## config.mk

```make
export PLATFORM = sky130hd
export DESIGN_NAME = orientation_config_irq
export DESIGN_NICKNAME = d
export VERILOG_FILES = /design/src/orientation_config_irq.v /design/src/orientation_tracker.v
export VERILOG_INCLUDE_DIRS = /design/src
export SDC_FILE = /design/constraint.sdc
export NUM_CORES = 1
export LEC_CHECK = 0
export ABC_AREA = 1
export BUFFER_PORTS_ARGS = -buffer_cell sky130_fd_sc_hd__clkbuf_2
export CORE_AREA = 2 2 131 133
export CTS_BUF_LIST = sky130_fd_sc_hd__clkbuf_2 sky130_fd_sc_hd__clkbuf_4 sky130_fd_sc_hd__clkbuf_8
export CTS_CLUSTER_DIAMETER = 100
export DETAILED_ROUTE_END_ITERATION = 8
export DIE_AREA = 0 0 133 135
export PLACE_DENSITY = 0.85
export SKIP_CTS_REPAIR_TIMING = 1
export SLEW_MARGIN = 15
export SYNTH_ARGS = -nofsm -noshare
export SYNTH_HDL_FRONTEND = slang
export SYNTH_SLANG_ARGS = --single-unit
```

## constraint.sdc

```tcl
create_clock -name hclk -period 7 [get_ports hclk]
set_clock_uncertainty 0.05 [all_clocks]
set_input_delay 0.7 -clock hclk [delete_from_list [all_inputs] [get_ports hclk]]
set_output_delay 0.7 -clock hclk [all_outputs]
set_load 0.01 [all_outputs]
```

## src/orientation_map.vh

```
`ifndef ORIENTATION_MAP_VH
`define ORIENTATION_MAP_VH

// register indices; byte address is four times the index
`define IDX_RATE_CONTROL    8'h2C
`define IDX_POWER_CONTROL   8'h2D
`define IDX_INT_ENABLE      8'h2E
`define IDX_INT_MAP         8'h2F
`define IDX_INT_SOURCE      8'h30
`define IDX_ORIENT_CONFIG   8'h3B
`define IDX_ORIENT_STATUS   8'h3C
`define IDX_INT_CLEAR       8'h3D

// orientation_config fields
`define OC_IRQ_EN_BIT       7
`define OC_DEAD_MSB         6
`define OC_DEAD_LSB         4
`define OC_3D_SEL_BIT       3
`define OC_DIV_MSB          2
`define OC_DIV_LSB          0

// power_control measure bit, 0 means standby
`define PC_MEASURE_BIT      3
// shared overrun / orientation slot in enable, map, source, clear
`define SLOT_BIT            0

// reset values
`define ORIENT_CONFIG_RST   8'h00
`define RATE_CONTROL_RST    8'h0A
`define POWER_CONTROL_RST   8'h00
`define INT_ENABLE_RST      8'h00
`define INT_MAP_RST         8'h00

// dead zone angles in tenths of a degree, code 0 in the low byte
`define DEAD_TABLE_2D       64'hAA9C8D7B67523A21
`define DEAD_TABLE_3D       64'hE6D1BAA082623F19

// AHB encodings
`define HTRANS_NONSEQ_BIT   1
`define HRESP_OKAY          1'b0

`endif

```

## src/orientation_config_irq.v

```verilog
`timescale 1ns/1ps
`include "orientation_map.vh"
module orientation_config_irq #(
  parameter AW = 32,
  parameter MW = 8
) (
  input  wire          hclk,
  input  wire          hresetn,
  input  wire          hsel,
  input  wire [AW-1:0] haddr,
  input  wire [1:0]    htrans,
  input  wire          hwrite,
  input  wire [2:0]    hsize,
  input  wire [31:0]   hwdata,
  input  wire          hready,
  output reg  [31:0]   hrdata,
  output reg           hreadyout,
  output reg           hresp,
  input  wire          sample_valid,
  input  wire [1:0]    cand_2d,
  input  wire [MW-1:0] margin_2d,
  input  wire [2:0]    cand_3d,
  input  wire [MW-1:0] margin_3d,
  input  wire          overrun_event,
  output reg           irq,
  output reg           irq_pin_one,
  output reg           irq_pin_two
);

  reg  [7:0]  orientation_config_r;
  reg  [7:0]  rate_control_r;
  reg  [7:0]  power_control_r;
  reg  [7:0]  int_enable_r;
  reg  [7:0]  int_map_r;
  reg         orient_flag_r;
  reg         ovr_flag_r;

  // AHB data-phase state
  reg         wr_pend_r;
  reg         rd_pend_r;
  reg  [7:0]  idx_r;
  reg         hit_r;

  wire        addr_take = hsel && hready && htrans[`HTRANS_NONSEQ_BIT];
  wire        addr_hit  = (haddr[AW-1:10] == {(AW-10){1'b0}}) && (haddr[1:0] == 2'b00);
  wire [7:0]  wd        = hwdata[7:0];

  wire        wr_rate   = wr_pend_r && hit_r && (idx_r == `IDX_RATE_CONTROL);
  wire        wr_power  = wr_pend_r && hit_r && (idx_r == `IDX_POWER_CONTROL);
  wire        wr_enable = wr_pend_r && hit_r && (idx_r == `IDX_INT_ENABLE);
  wire        wr_map    = wr_pend_r && hit_r && (idx_r == `IDX_INT_MAP);
  wire        wr_config = wr_pend_r && hit_r && (idx_r == `IDX_ORIENT_CONFIG);
  wire        wr_clear  = wr_pend_r && hit_r && (idx_r == `IDX_INT_CLEAR);
  wire        rd_source = rd_pend_r && hit_r && (idx_r == `IDX_INT_SOURCE);

  wire        orient_en = orientation_config_r[`OC_IRQ_EN_BIT];
  wire        sel_3d    = orientation_config_r[`OC_3D_SEL_BIT];
  wire [2:0]  dead_code = orientation_config_r[`OC_DEAD_MSB:`OC_DEAD_LSB];
  wire [2:0]  div_code  = orientation_config_r[`OC_DIV_MSB:`OC_DIV_LSB];
  wire        measuring = power_control_r[`PC_MEASURE_BIT];

  // table lookup in tenths of a degree, monotonic in the code
  wire [63:0] dead_tab_2d = `DEAD_TABLE_2D;
  wire [63:0] dead_tab_3d = `DEAD_TABLE_3D;
  wire [7:0]  dead_2d     = dead_tab_2d[{dead_code, 3'b000} +: 8];
  wire [7:0]  dead_3d     = dead_tab_3d[{dead_code, 3'b000} +: 8];
  wire [MW-1:0] dead_2d_w = {{(MW-8){1'b0}}, dead_2d};
  wire [MW-1:0] dead_3d_w = {{(MW-8){1'b0}}, dead_3d};

  // any value change on the rate register, or standby, restarts the detector
  wire        restart   = (wr_rate && (wd != rate_control_r)) || !measuring;
  wire        sample    = sample_valid && measuring;

  wire [1:0]  orient_2d;
  wire        valid_2d;
  wire        change_2d;
  wire [2:0]  orient_3d;
  wire        valid_3d;
  wire        change_3d;

  orientation_tracker #(.CW(2), .MW(MW)) track_2d (
    .hclk     (hclk),
    .hresetn  (hresetn),
    .restart  (restart),
    .sample   (sample),
    .cand     (cand_2d),
    .margin   (margin_2d),
    .dead     (dead_2d_w),
    .div_code (div_code),
    .orient_r (orient_2d),
    .valid_r  (valid_2d),
    .change_r (change_2d)
  );

  orientation_tracker #(.CW(3), .MW(MW)) track_3d (
    .hclk     (hclk),
    .hresetn  (hresetn),
    .restart  (restart),
    .sample   (sample),
    .cand     (cand_3d),
    .margin   (margin_3d),
    .dead     (dead_3d_w),
    .div_code (div_code),
    .orient_r (orient_3d),
    .valid_r  (valid_3d),
    .change_r (change_3d)
  );

  // interrupt only with enable set; select picks the 2-D or 3-D change
  wire        orient_evt = orient_en && (sel_3d ? change_3d : change_2d);
  // overrun only reaches the slot while orientation does not own it
  wire        ovr_evt    = overrun_event && !orient_en;

  wire        cfg_off    = wr_config && !wd[`OC_IRQ_EN_BIT];
  wire        orient_clr = rd_source || wr_rate || cfg_off || !measuring ||
                           (wr_clear && wd[`SLOT_BIT] && orient_en);
  wire        ovr_clr    = (wr_clear && wd[`SLOT_BIT] && !orient_en) ||
                           (rd_source && !orient_en);

  // slot shows orientation when enabled, else overrun
  wire        slot_flag  = orient_en ? orient_flag_r : ovr_flag_r;
  wire [7:0]  source_val = {7'h00, slot_flag};
  wire        slot_irq   = slot_flag && int_enable_r[`SLOT_BIT];

  reg  [7:0]  rd_mux;
  always @* begin
    case (idx_r)
      `IDX_RATE_CONTROL:  rd_mux = rate_control_r;
      `IDX_POWER_CONTROL: rd_mux = power_control_r;
      `IDX_INT_ENABLE:    rd_mux = int_enable_r;
      `IDX_INT_MAP:       rd_mux = int_map_r;
      `IDX_INT_SOURCE:    rd_mux = source_val;
      `IDX_ORIENT_CONFIG: rd_mux = orientation_config_r;
      `IDX_ORIENT_STATUS: rd_mux = {1'b0, valid_2d, orient_2d, valid_3d, orient_3d};
      default:            rd_mux = 8'h00;
    endcase
  end

  // bus slave: writes take their data phase with no wait; reads insert one
  // wait so a read right after a write sees the written value
  always @(posedge hclk or negedge hresetn) begin
    if (!hresetn) begin
      wr_pend_r <= 1'b0;
      rd_pend_r <= 1'b0;
      idx_r     <= 8'h00;
      hit_r     <= 1'b0;
      hrdata    <= 32'h00000000;
      hreadyout <= 1'b1;
      hresp     <= `HRESP_OKAY;
    end else begin
      hresp <= `HRESP_OKAY;
      if (rd_pend_r) begin
        hrdata    <= {24'h000000, hit_r ? rd_mux : 8'h00};
        hreadyout <= 1'b1;
        rd_pend_r <= 1'b0;
      end else begin
        wr_pend_r <= addr_take && hwrite;
        if (addr_take) begin
          idx_r <= haddr[9:2];
          hit_r <= addr_hit;
          if (!hwrite) begin
            rd_pend_r <= 1'b1;
            hreadyout <= 1'b0;
          end
        end
      end
    end
  end

  always @(posedge hclk or negedge hresetn) begin
    if (!hresetn) begin
      orientation_config_r <= `ORIENT_CONFIG_RST;
      rate_control_r       <= `RATE_CONTROL_RST;
      power_control_r      <= `POWER_CONTROL_RST;
      int_enable_r         <= `INT_ENABLE_RST;
      int_map_r            <= `INT_MAP_RST;
    end else begin
      if (wr_config)
        orientation_config_r <= wd;
      if (wr_rate)
        rate_control_r <= wd;
      if (wr_power)
        power_control_r <= wd;
      if (wr_enable)
        int_enable_r <= wd;
      if (wr_map)
        int_map_r <= wd;
    end
  end

  // sticky flags: a new event in the clearing cycle wins
  always @(posedge hclk or negedge hresetn) begin
    if (!hresetn) begin
      orient_flag_r <= 1'b0;
      ovr_flag_r    <= 1'b0;
    end else begin
      if (orient_evt)
        orient_flag_r <= 1'b1;
      else if (orient_clr)
        orient_flag_r <= 1'b0;
      if (ovr_evt)
        ovr_flag_r <= 1'b1;
      else if (ovr_clr)
        ovr_flag_r <= 1'b0;
    end
  end

  // map bit 0 sends the slot to pin one, 1 to pin two
  always @(posedge hclk or negedge hresetn) begin
    if (!hresetn) begin
      irq         <= 1'b0;
      irq_pin_one <= 1'b0;
      irq_pin_two <= 1'b0;
    end else begin
      irq         <= slot_irq;
      irq_pin_one <= slot_irq && !int_map_r[`SLOT_BIT];
      irq_pin_two <= slot_irq && int_map_r[`SLOT_BIT];
    end
  end

endmodule // orientation_config_irq

```

## src/orientation_tracker.v

```verilog
`timescale 1ns/1ps
module orientation_tracker #(
  parameter CW = 2,
  parameter MW = 8
) (
  input  wire          hclk,
  input  wire          hresetn,
  input  wire          restart,
  input  wire          sample,
  input  wire [CW-1:0] cand,
  input  wire [MW-1:0] margin,
  input  wire [MW-1:0] dead,
  input  wire [2:0]    div_code,
  output reg  [CW-1:0] orient_r,
  output reg           valid_r,
  output reg           change_r
);
  localparam FW = 2 * MW;

  reg  [FW-1:0]   filt_r;
  reg             seen_r;
  wire [FW:0]     target  = {1'b0, margin, {MW{1'b0}}};
  wire [FW:0]     diff    = target - {1'b0, filt_r};
  wire [3:0]      shamt   = {1'b0, div_code} + 4'h1;
  // arithmetic shift of the signed difference: divisor is 2^(code+1)
  wire [FW:0]     step    = $signed(diff) >>> shamt;
  wire [FW-1:0]   filt_nxt = filt_r + step[FW-1:0];
  wire            in_band = (filt_nxt[FW-1:MW] > dead);

  always @(posedge hclk or negedge hresetn) begin
    if (!hresetn) begin
      filt_r   <= {FW{1'b0}};
      orient_r <= {CW{1'b0}};
      valid_r  <= 1'b0;
      seen_r   <= 1'b0;
      change_r <= 1'b0;
    end else if (restart) begin
      // filter history, valid and seen flags are dropped on restart; orient_r keeps its value
      filt_r   <= {FW{1'b0}};
      valid_r  <= 1'b0;
      seen_r   <= 1'b0;
      change_r <= 1'b0;
    end else begin
      change_r <= 1'b0;
      if (sample) begin
        filt_r  <= filt_nxt;
        valid_r <= in_band;
        if (in_band) begin
          orient_r <= cand;
          seen_r   <= 1'b1;
          change_r <= seen_r && (cand != orient_r);
        end
      end
    end
  end
endmodule // orientation_tracker

```

### Word-level counts from Yosys, hierarchy flattened

Index checks and enable logic that the tools add are counted.

| cells by class | value |
|---|---|
| add/subtract/negate cells | 5 |
| order comparisons | 2 |
| eq/ne operators | 12 |
| shifts and indexed selects | 4 |
| muxes and demuxes | 34 |
| bitwise gates (word level) | 2 |
| reduce and logical (&&, ||, !) cells | 51 |

Operators by type and width:

| operator | count |
|---|---|
| $shiftx 64x7->8 const A | 2 |
| $eq 8x6->1 const B | 8 |
| $mux 16 | 4 |
| $pmux 8 s7 | 1 |
| $sshr 17x4->16 | 2 |
| $sub 16x16->17 | 2 |
| $add 16x16->16 | 2 |
| $mux 1 | 28 |
| $logic_and 1x1->1 | 27 |
| $logic_not 22->1 | 1 |
| $gt 8x8->1 | 2 |
| $reduce_bool 2->1 | 6 |
| $mux 8 | 1 |
| $ne 8x8->1 | 1 |
| $reduce_and 2->1 | 4 |
| $logic_or 1x1->1 | 6 |
| $reduce_and 3->1 | 2 |
| $add 3x1->4 const B | 1 |
| $logic_not 1->1 | 4 |
| $ne 3x3->1 | 1 |
| $logic_not 2->1 | 1 |
| $ne 2x1->1 const B | 1 |
| $ne 2x2->1 | 1 |
| $not 1->1 | 2 |

| storage, ports and cells | value |
|---|---|
| register bits after elaboration | 108 |
| bits of input ports | 97 |
| output and inout bits | 37 |
| logic and storage cells | 136 |

### Logic depth before layout (Yosys ltp)

| logic depth | value |
|---|---|
| depth after elaboration | 8 |
| gate-level depth with buffers | 38 |
| mapped depth without buffers | 38 |

### Hierarchy

Synthesis repeated with hierarchy kept, for this count alone.

| second synthesis, totals | value |
|---|---|
| cell total of the unflattened synthesis | 1397 |
| area total of the unflattened synthesis | 9764.4 um^2 |

By module, submodules not included:

| module | instances | cells an instance | area an instance (um^2) | seq. area each (um^2) |
|---|---|---|---|---|
| orientation_config_irq | 1 | 454 | 3682.3 | 1630.3 |
| orientation_tracker (track_3d) | 1 | 477 | 3086.7 | 550.5 |
| orientation_tracker (track_2d) | 1 | 466 | 2995.4 | 525.5 |

### Worst setup path before layout

Ideal clock, no wire load.

| timing path | value |
|---|---|
| path type | input-to-reg |
| start | input margin_3d[1] |
| end | register track_3d.orient_r[0] |
| library setup time | 130 ps |
| arrival | 4622 ps |
| data required time | 6820 ps |
| setup slack | 2198 ps |
| stages | 33 |
| buffers on the path | 0 |
| cell sequence | ha_1 > a21oi_1 > o21ai_1 > a21oi_2 > o21bai_2 > xor2_1 > o21ai_1 > nand2_1 > nand3_1 > nand3_1 > nand2_1 > inv_1 > ha_1 > inv_1 > fa_1 > o21ai_1 > nand2_1 > nand2_1 > a21oi_1 > o21ai_1 > nand2_1 > nand2_1 > a21oi_1 > xor2_1 > inv_1 > ha_1 > nand2_1 > o21ai_0 > nand2_1 > o211ai_1 > o211ai_2 > nand2_1 > o21ai_1 |

| between the ends | value |
|---|---|
| word-level cells in the longest chain between the ends | 5 |

RTL lines:

| element | RTL line | text |
|---|---|---|
| start, declared | orientation_config_irq.v:23 | `input wire [MW-1:0] margin_3d,` |
| $sub 16x16->17 | orientation_tracker.v:23 | `wire [FW:0] diff = target - {1'b0, filt_r};` |
| $sshr 17x4->16 | orientation_tracker.v:26 | `wire [FW:0] step = $signed(diff) >>> shamt;` |
| $add 16x16->16 | orientation_tracker.v:27 | `wire [FW-1:0] filt_nxt = filt_r + step[FW-1:0];` |
| $gt 8x8->1 | orientation_tracker.v:28 | `wire in_band = (filt_nxt[FW-1:MW] > dead);` |
| $reduce_and 3->1 (no source line) | n/a |  |
| end signal, assigned | orientation_tracker.v:33 | `orient_r <= {CW{1'b0}};` |
| end signal, assigned | orientation_tracker.v:49 | `orient_r <= cand;` |
| end, declared | orientation_tracker.v:14 | `output reg [CW-1:0] orient_r,` |

Every way passes these cells.
A chain may end at the register's enable or synchronous reset.

### Worst setup path in the final report

| timing path | value |
|---|---|
| start | register track_3d.filt_r[1] |
| end | register track_3d.orient_r[2] |

| between the ends | value |
|---|---|
| word-level cells in the longest chain between the ends | 5 |

RTL lines:

| element | RTL line | text |
|---|---|---|
| start, declared | orientation_tracker.v:20 | `reg [FW-1:0] filt_r;` |
| start signal, assigned | orientation_tracker.v:32 | `filt_r <= {FW{1'b0}};` |
| start signal, assigned | orientation_tracker.v:39 | `filt_r <= {FW{1'b0}};` |
| start signal, assigned | orientation_tracker.v:46 | `filt_r <= filt_nxt;` |
| $sub 16x16->17 | orientation_tracker.v:23 |  |
| $sshr 17x4->16 | orientation_tracker.v:26 |  |
| $add 16x16->16 (*) | orientation_tracker.v:27 |  |
| $gt 8x8->1 (*) | orientation_tracker.v:28 |  |
| $reduce_and 3->1 (no source line) (*) | n/a |  |

Every way passes the cells marked *; elsewhere a longest branch is shown, timed or not.

==> impl_metrics.ini <==
[global_routing]
antenna_found_initial = 0
grt_max_degree = 68
grt_pass1_vias = 8484
gr-usage-all-layers_pct = 26.75
grt_pass1_wl_um = 39300
overflow = 0

[logic_synthesis]
synth_area_per_cell_sq_um = 7.115
synth-simple-area-share_pct = 25.97
synthCells = 1298
muxShareOfSynthArea_pct = 1.016
synth_top_area_cell = dfrtp_1
synth_edf_count = 0
synth_seq_area_share_pct = 29.30
synth_top_family_by_area = simple AND/OR/NAND/NOR gates
synth.yosys.warnings = 0
syn_area_sq_mm = 0.009235
synth_xor_area_share_pct = 4.634
synth.distinct_cells = 62
yosys.area_share.adder_pct = 10.05
yosysTopAreaCellShare_pct = 28.45
postSynthRegisterBits = 108
synthTopCellsByArea = dfrtp_1 (28%), nand2_1 (13%), ha_1 (9.6%)
synth_compound_area_share_pct = 19.02
async_flop_share_pct = 100.0
synth_top_flop_cell = dfrtp_1

[floorplanning]
initial_core_util_pct = 56.29
die_area_sq_mm = 0.01796
coreArea_sq_mm = 0.01641
ios = 134
rows = 47
die_y_um = 135
die_x_um = 133

[timing]
relSlewSlack_pct = 18.95
fin_crit_ns = 5.554
rsz0062_at_grt = false
final_max_slew_viol_count = 0
finalSetupViolCount = 0
finalWorstSetupSlack_ns = 1.446
hold_ws_ns = 0.2252
max_freq_mhz = 180.0
setup_tns_ns = 0
finalHoldViolations = 0
worstMarginPinSlew_ns = 1.213
min_period_over_period_pct = 79.34

[worst_setup_path]
cp-endpoint = track_3d.orient_r[2]$_DFFE_PN0P_
crit_fanout = 9
reg2reg_depth = 29
regToRegEndpoint = track_3d.orient_r[2]$_DFFE_PN0P_
crit_start = track_3d.filt_r[1]$_DFFE_PN0P_
critPathKind = reg2reg
crit_path_frequent_cell = nand2_1
cp.arrival_ns = 5.77
r2r_slack_ns = 1.45
worstPathRequired_ns = 7.22
max_stage_delay_ns = 0.40
crit_slowest_cell = dfrtp_1
worstSetupEndpointType = flip-flop
cp-start-kind = flip-flop
reg2reg_from = track_3d.filt_r[1]$_DFFE_PN0P_

[worst_hold_path]
hp-class = in2async

[drt]
postRouteAntennaNets = 0
drtIter0Drc = 843
routed_wl_um = 23450
avgRoutedWirePerCell_um = 14.80
vias = 8954
drc_errors = 0
dr.pass1.iters = 8
viasPerCell = 5.653

[power_and_ir_drop]
p_leak_nw = 5.190
max-vdd-ir-drop_uv = 215.3
power_density_mw_per_mm2 = 502.4

[clocking]
htree_num_levels = 3
clk_latency_ns = 0.40
cts_tree = yes
cts.path.max_buffers = 2
clk_pin_slew_ns = 0.11
cts_buffers = 9
cts.sinks = 108
root_buffer = clkbuf_8

[layout]
multiInputGateArea_sq_mm = 0.005704
area_growth_syn_to_layout_pct = 7.601
sequential_cell_area_sq_mm = 0.002706
num_antenna_cells = 0
nFillCells = 1500
drive_above_1_share_pct = 11.95
layout.nets = 1530

[placed_design]
port_buffers = 80
dp_hpwl_um = 18120
pre_cts_slack_ns = 1.252
gp_congestion = 0.9482

[flow_run]
drv_cap = 0

[outcome]
status = finished clean
## how the worst min path moves through the flow
| stage | cells after the start | end | start |
|---|---|---|---|
| after detailed placement | 1 | hrdata[7]$_DFFE_PN0P_ | hrdata[7]$_DFFE_PN0P_ |
| final | 1 | hrdata[7]$_DFFE_PN0P_ | hresetn |
| after global placement | 2 | wr_pend_r$_DFFE_PN0N_ | wr_pend_r$_DFFE_PN0N_ |
| after floorplan | 0 | hit_r$_DFFE_PN0P_ | hresetn |
| after global routing | 1 | ovr_flag_r$_DFFE_PN0P_ | hresetn |
| after CTS | 1 | hrdata[0]$_DFFE_PN0P_ | hresetn |
## worst max-delay path, delay by kind of cell (launching register included)
family	cells	cell delay, ns
AO/OA/AOI/OAI	13	2.41
adder cells (fa/ha/maj)	3	0.87
AND/OR/NAND/NOR	8	0.77
XOR/XNOR	2	0.52
flip-flops	1	0.40
buffers and inverters	2	0.25
multiplexers	1	0.15
## synthesized netlist by cell type, types with 3 or more instances
| master | instances |
|---|---|
| o21ai_0 | 120 |
| mux2_2 | 3 |
| dfstp_2 | 3 |
| or2_2 | 6 |
| buf_4 | 26 |
| clkinv_1 | 4 |
| o31ai_1 | 3 |
| a21o_1 | 4 |
| nand2_1 | 330 |
| o21ai_1 | 26 |
| dfrtp_1 | 105 |
| nand4_1 | 16 |
| buf_1 | 5 |
| inv_1 | 140 |
| o21bai_1 | 6 |
| xor2_1 | 32 |
| o2111a_1 | 4 |
| mux2i_1 | 6 |
| inv_2 | 11 |
| nor2_4 | 6 |
| clkbuf_1 | 17 |
| nand3_1 | 90 |
| xnor2_1 | 15 |
| ha_1 | 71 |
| o2111ai_1 | 4 |
| o211ai_1 | 5 |
| nor4_1 | 8 |
| nand3_2 | 7 |
| a211oi_1 | 5 |
| o22ai_1 | 29 |
| nand2_2 | 6 |
| buf_2 | 12 |
| nor3_1 | 7 |
| nor2_1 | 52 |
| a21oi_1 | 76 |
## kinds of logic (layout without fill, tap and decap cells)
logic type | after synthesis | count (layout)
AO/OA/AOI/OAI | 303 | 303
XOR/XNOR | 48 | 48
adder cells (fa/ha/maj) | 73 | 73
buffers and inverters | 215 | 257
flip-flops | 108 | 108
multiplexers | 9 | 9
other | 1 | 25
AND/OR/NAND/NOR | 541 | 541
## registers in the layout (all words and copies together) (netlist names), 2 cells and up
signal                count
track_2d.filt_r          16
track_3d.filt_r          16
hrdata                    8
idx_r                     8
int_enable_r              8
int_map_r                 8
orientation_config_r      8
power_control_r           8
rate_control_r            8
track_3d.orient_r         3
track_2d.orient_r         2
## report_power, final
part	internal, mW	leakage [nW]	switching, mW
combinational	1.38	3.89	2.30
sequential	0.768	1.18	0.117
clock	0.206	0.111	0.221
total	2.35	5.19	2.64
## placed cells by master, fill, tap and decap left out, types with 7 or more instances in the layout
cell type / synthesis / final
a21oi_1: 76 / 76
buf_4: 26 / 8
clkbuf_2: 0 / 79
clkbuf_8: 0 / 9
conb_1: 1 / 25
dfrtp_1: 105 / 105
ha_1: 71 / 71
inv_1: 140 / 140
inv_2: 11 / 11
nand2_1: 330 / 330
nand3_1: 90 / 90
nand3_2: 7 / 7
nand4_1: 16 / 16
nor2_1: 52 / 52
nor4_1: 8 / 8
o21ai_0: 120 / 120
o21ai_1: 26 / 26
o22ai_1: 29 / 29
xnor2_1: 15 / 15
xor2_1: 32 / 32
## metrics by stage
step                      instances  instance area, sq um  total power [mW]  util [%]
after detailed placement       1569                  9723             4.487     59.26
after CTS                      1584                  9937             4.946     60.57
after global placement         1569                  9723             4.349     59.26
after global routing           1584                  9937             5.536     60.57
final                          1584                  9937             4.992     60.57
after floorplan                1322                  9325             3.697         -
## metal layers
| layer | track usage [%] | wire, um | vias to the layer above | part of all wire, % |
|---|---|---|---|---|
| met3 | 4.955 | 1823 | 62 | 7.8 |
| met1 | 34.07 | 9873 | 4075 | 42 |
| met5 | 0 | 0 | - | 0 |
| met4 | 9.498 | 618 | 0 | 2.6 |
| li1 | - | - | 4445 | - |
| met2 | 45.74 | 11130 | 372 | 47 |
## layout make-up
class | instances | area share (%)
multi-input combinational | 999 | 57.40
sequential | 108 | 27.23
inverter | 155 | 5.855
timing repair buffer | 87 | 4.583
tap | 220 | 2.770
clock buffer | 10 | 1.322
clock inverter | 5 | 0.8310
Note: power is estimated with default switching activity, not from simulation.
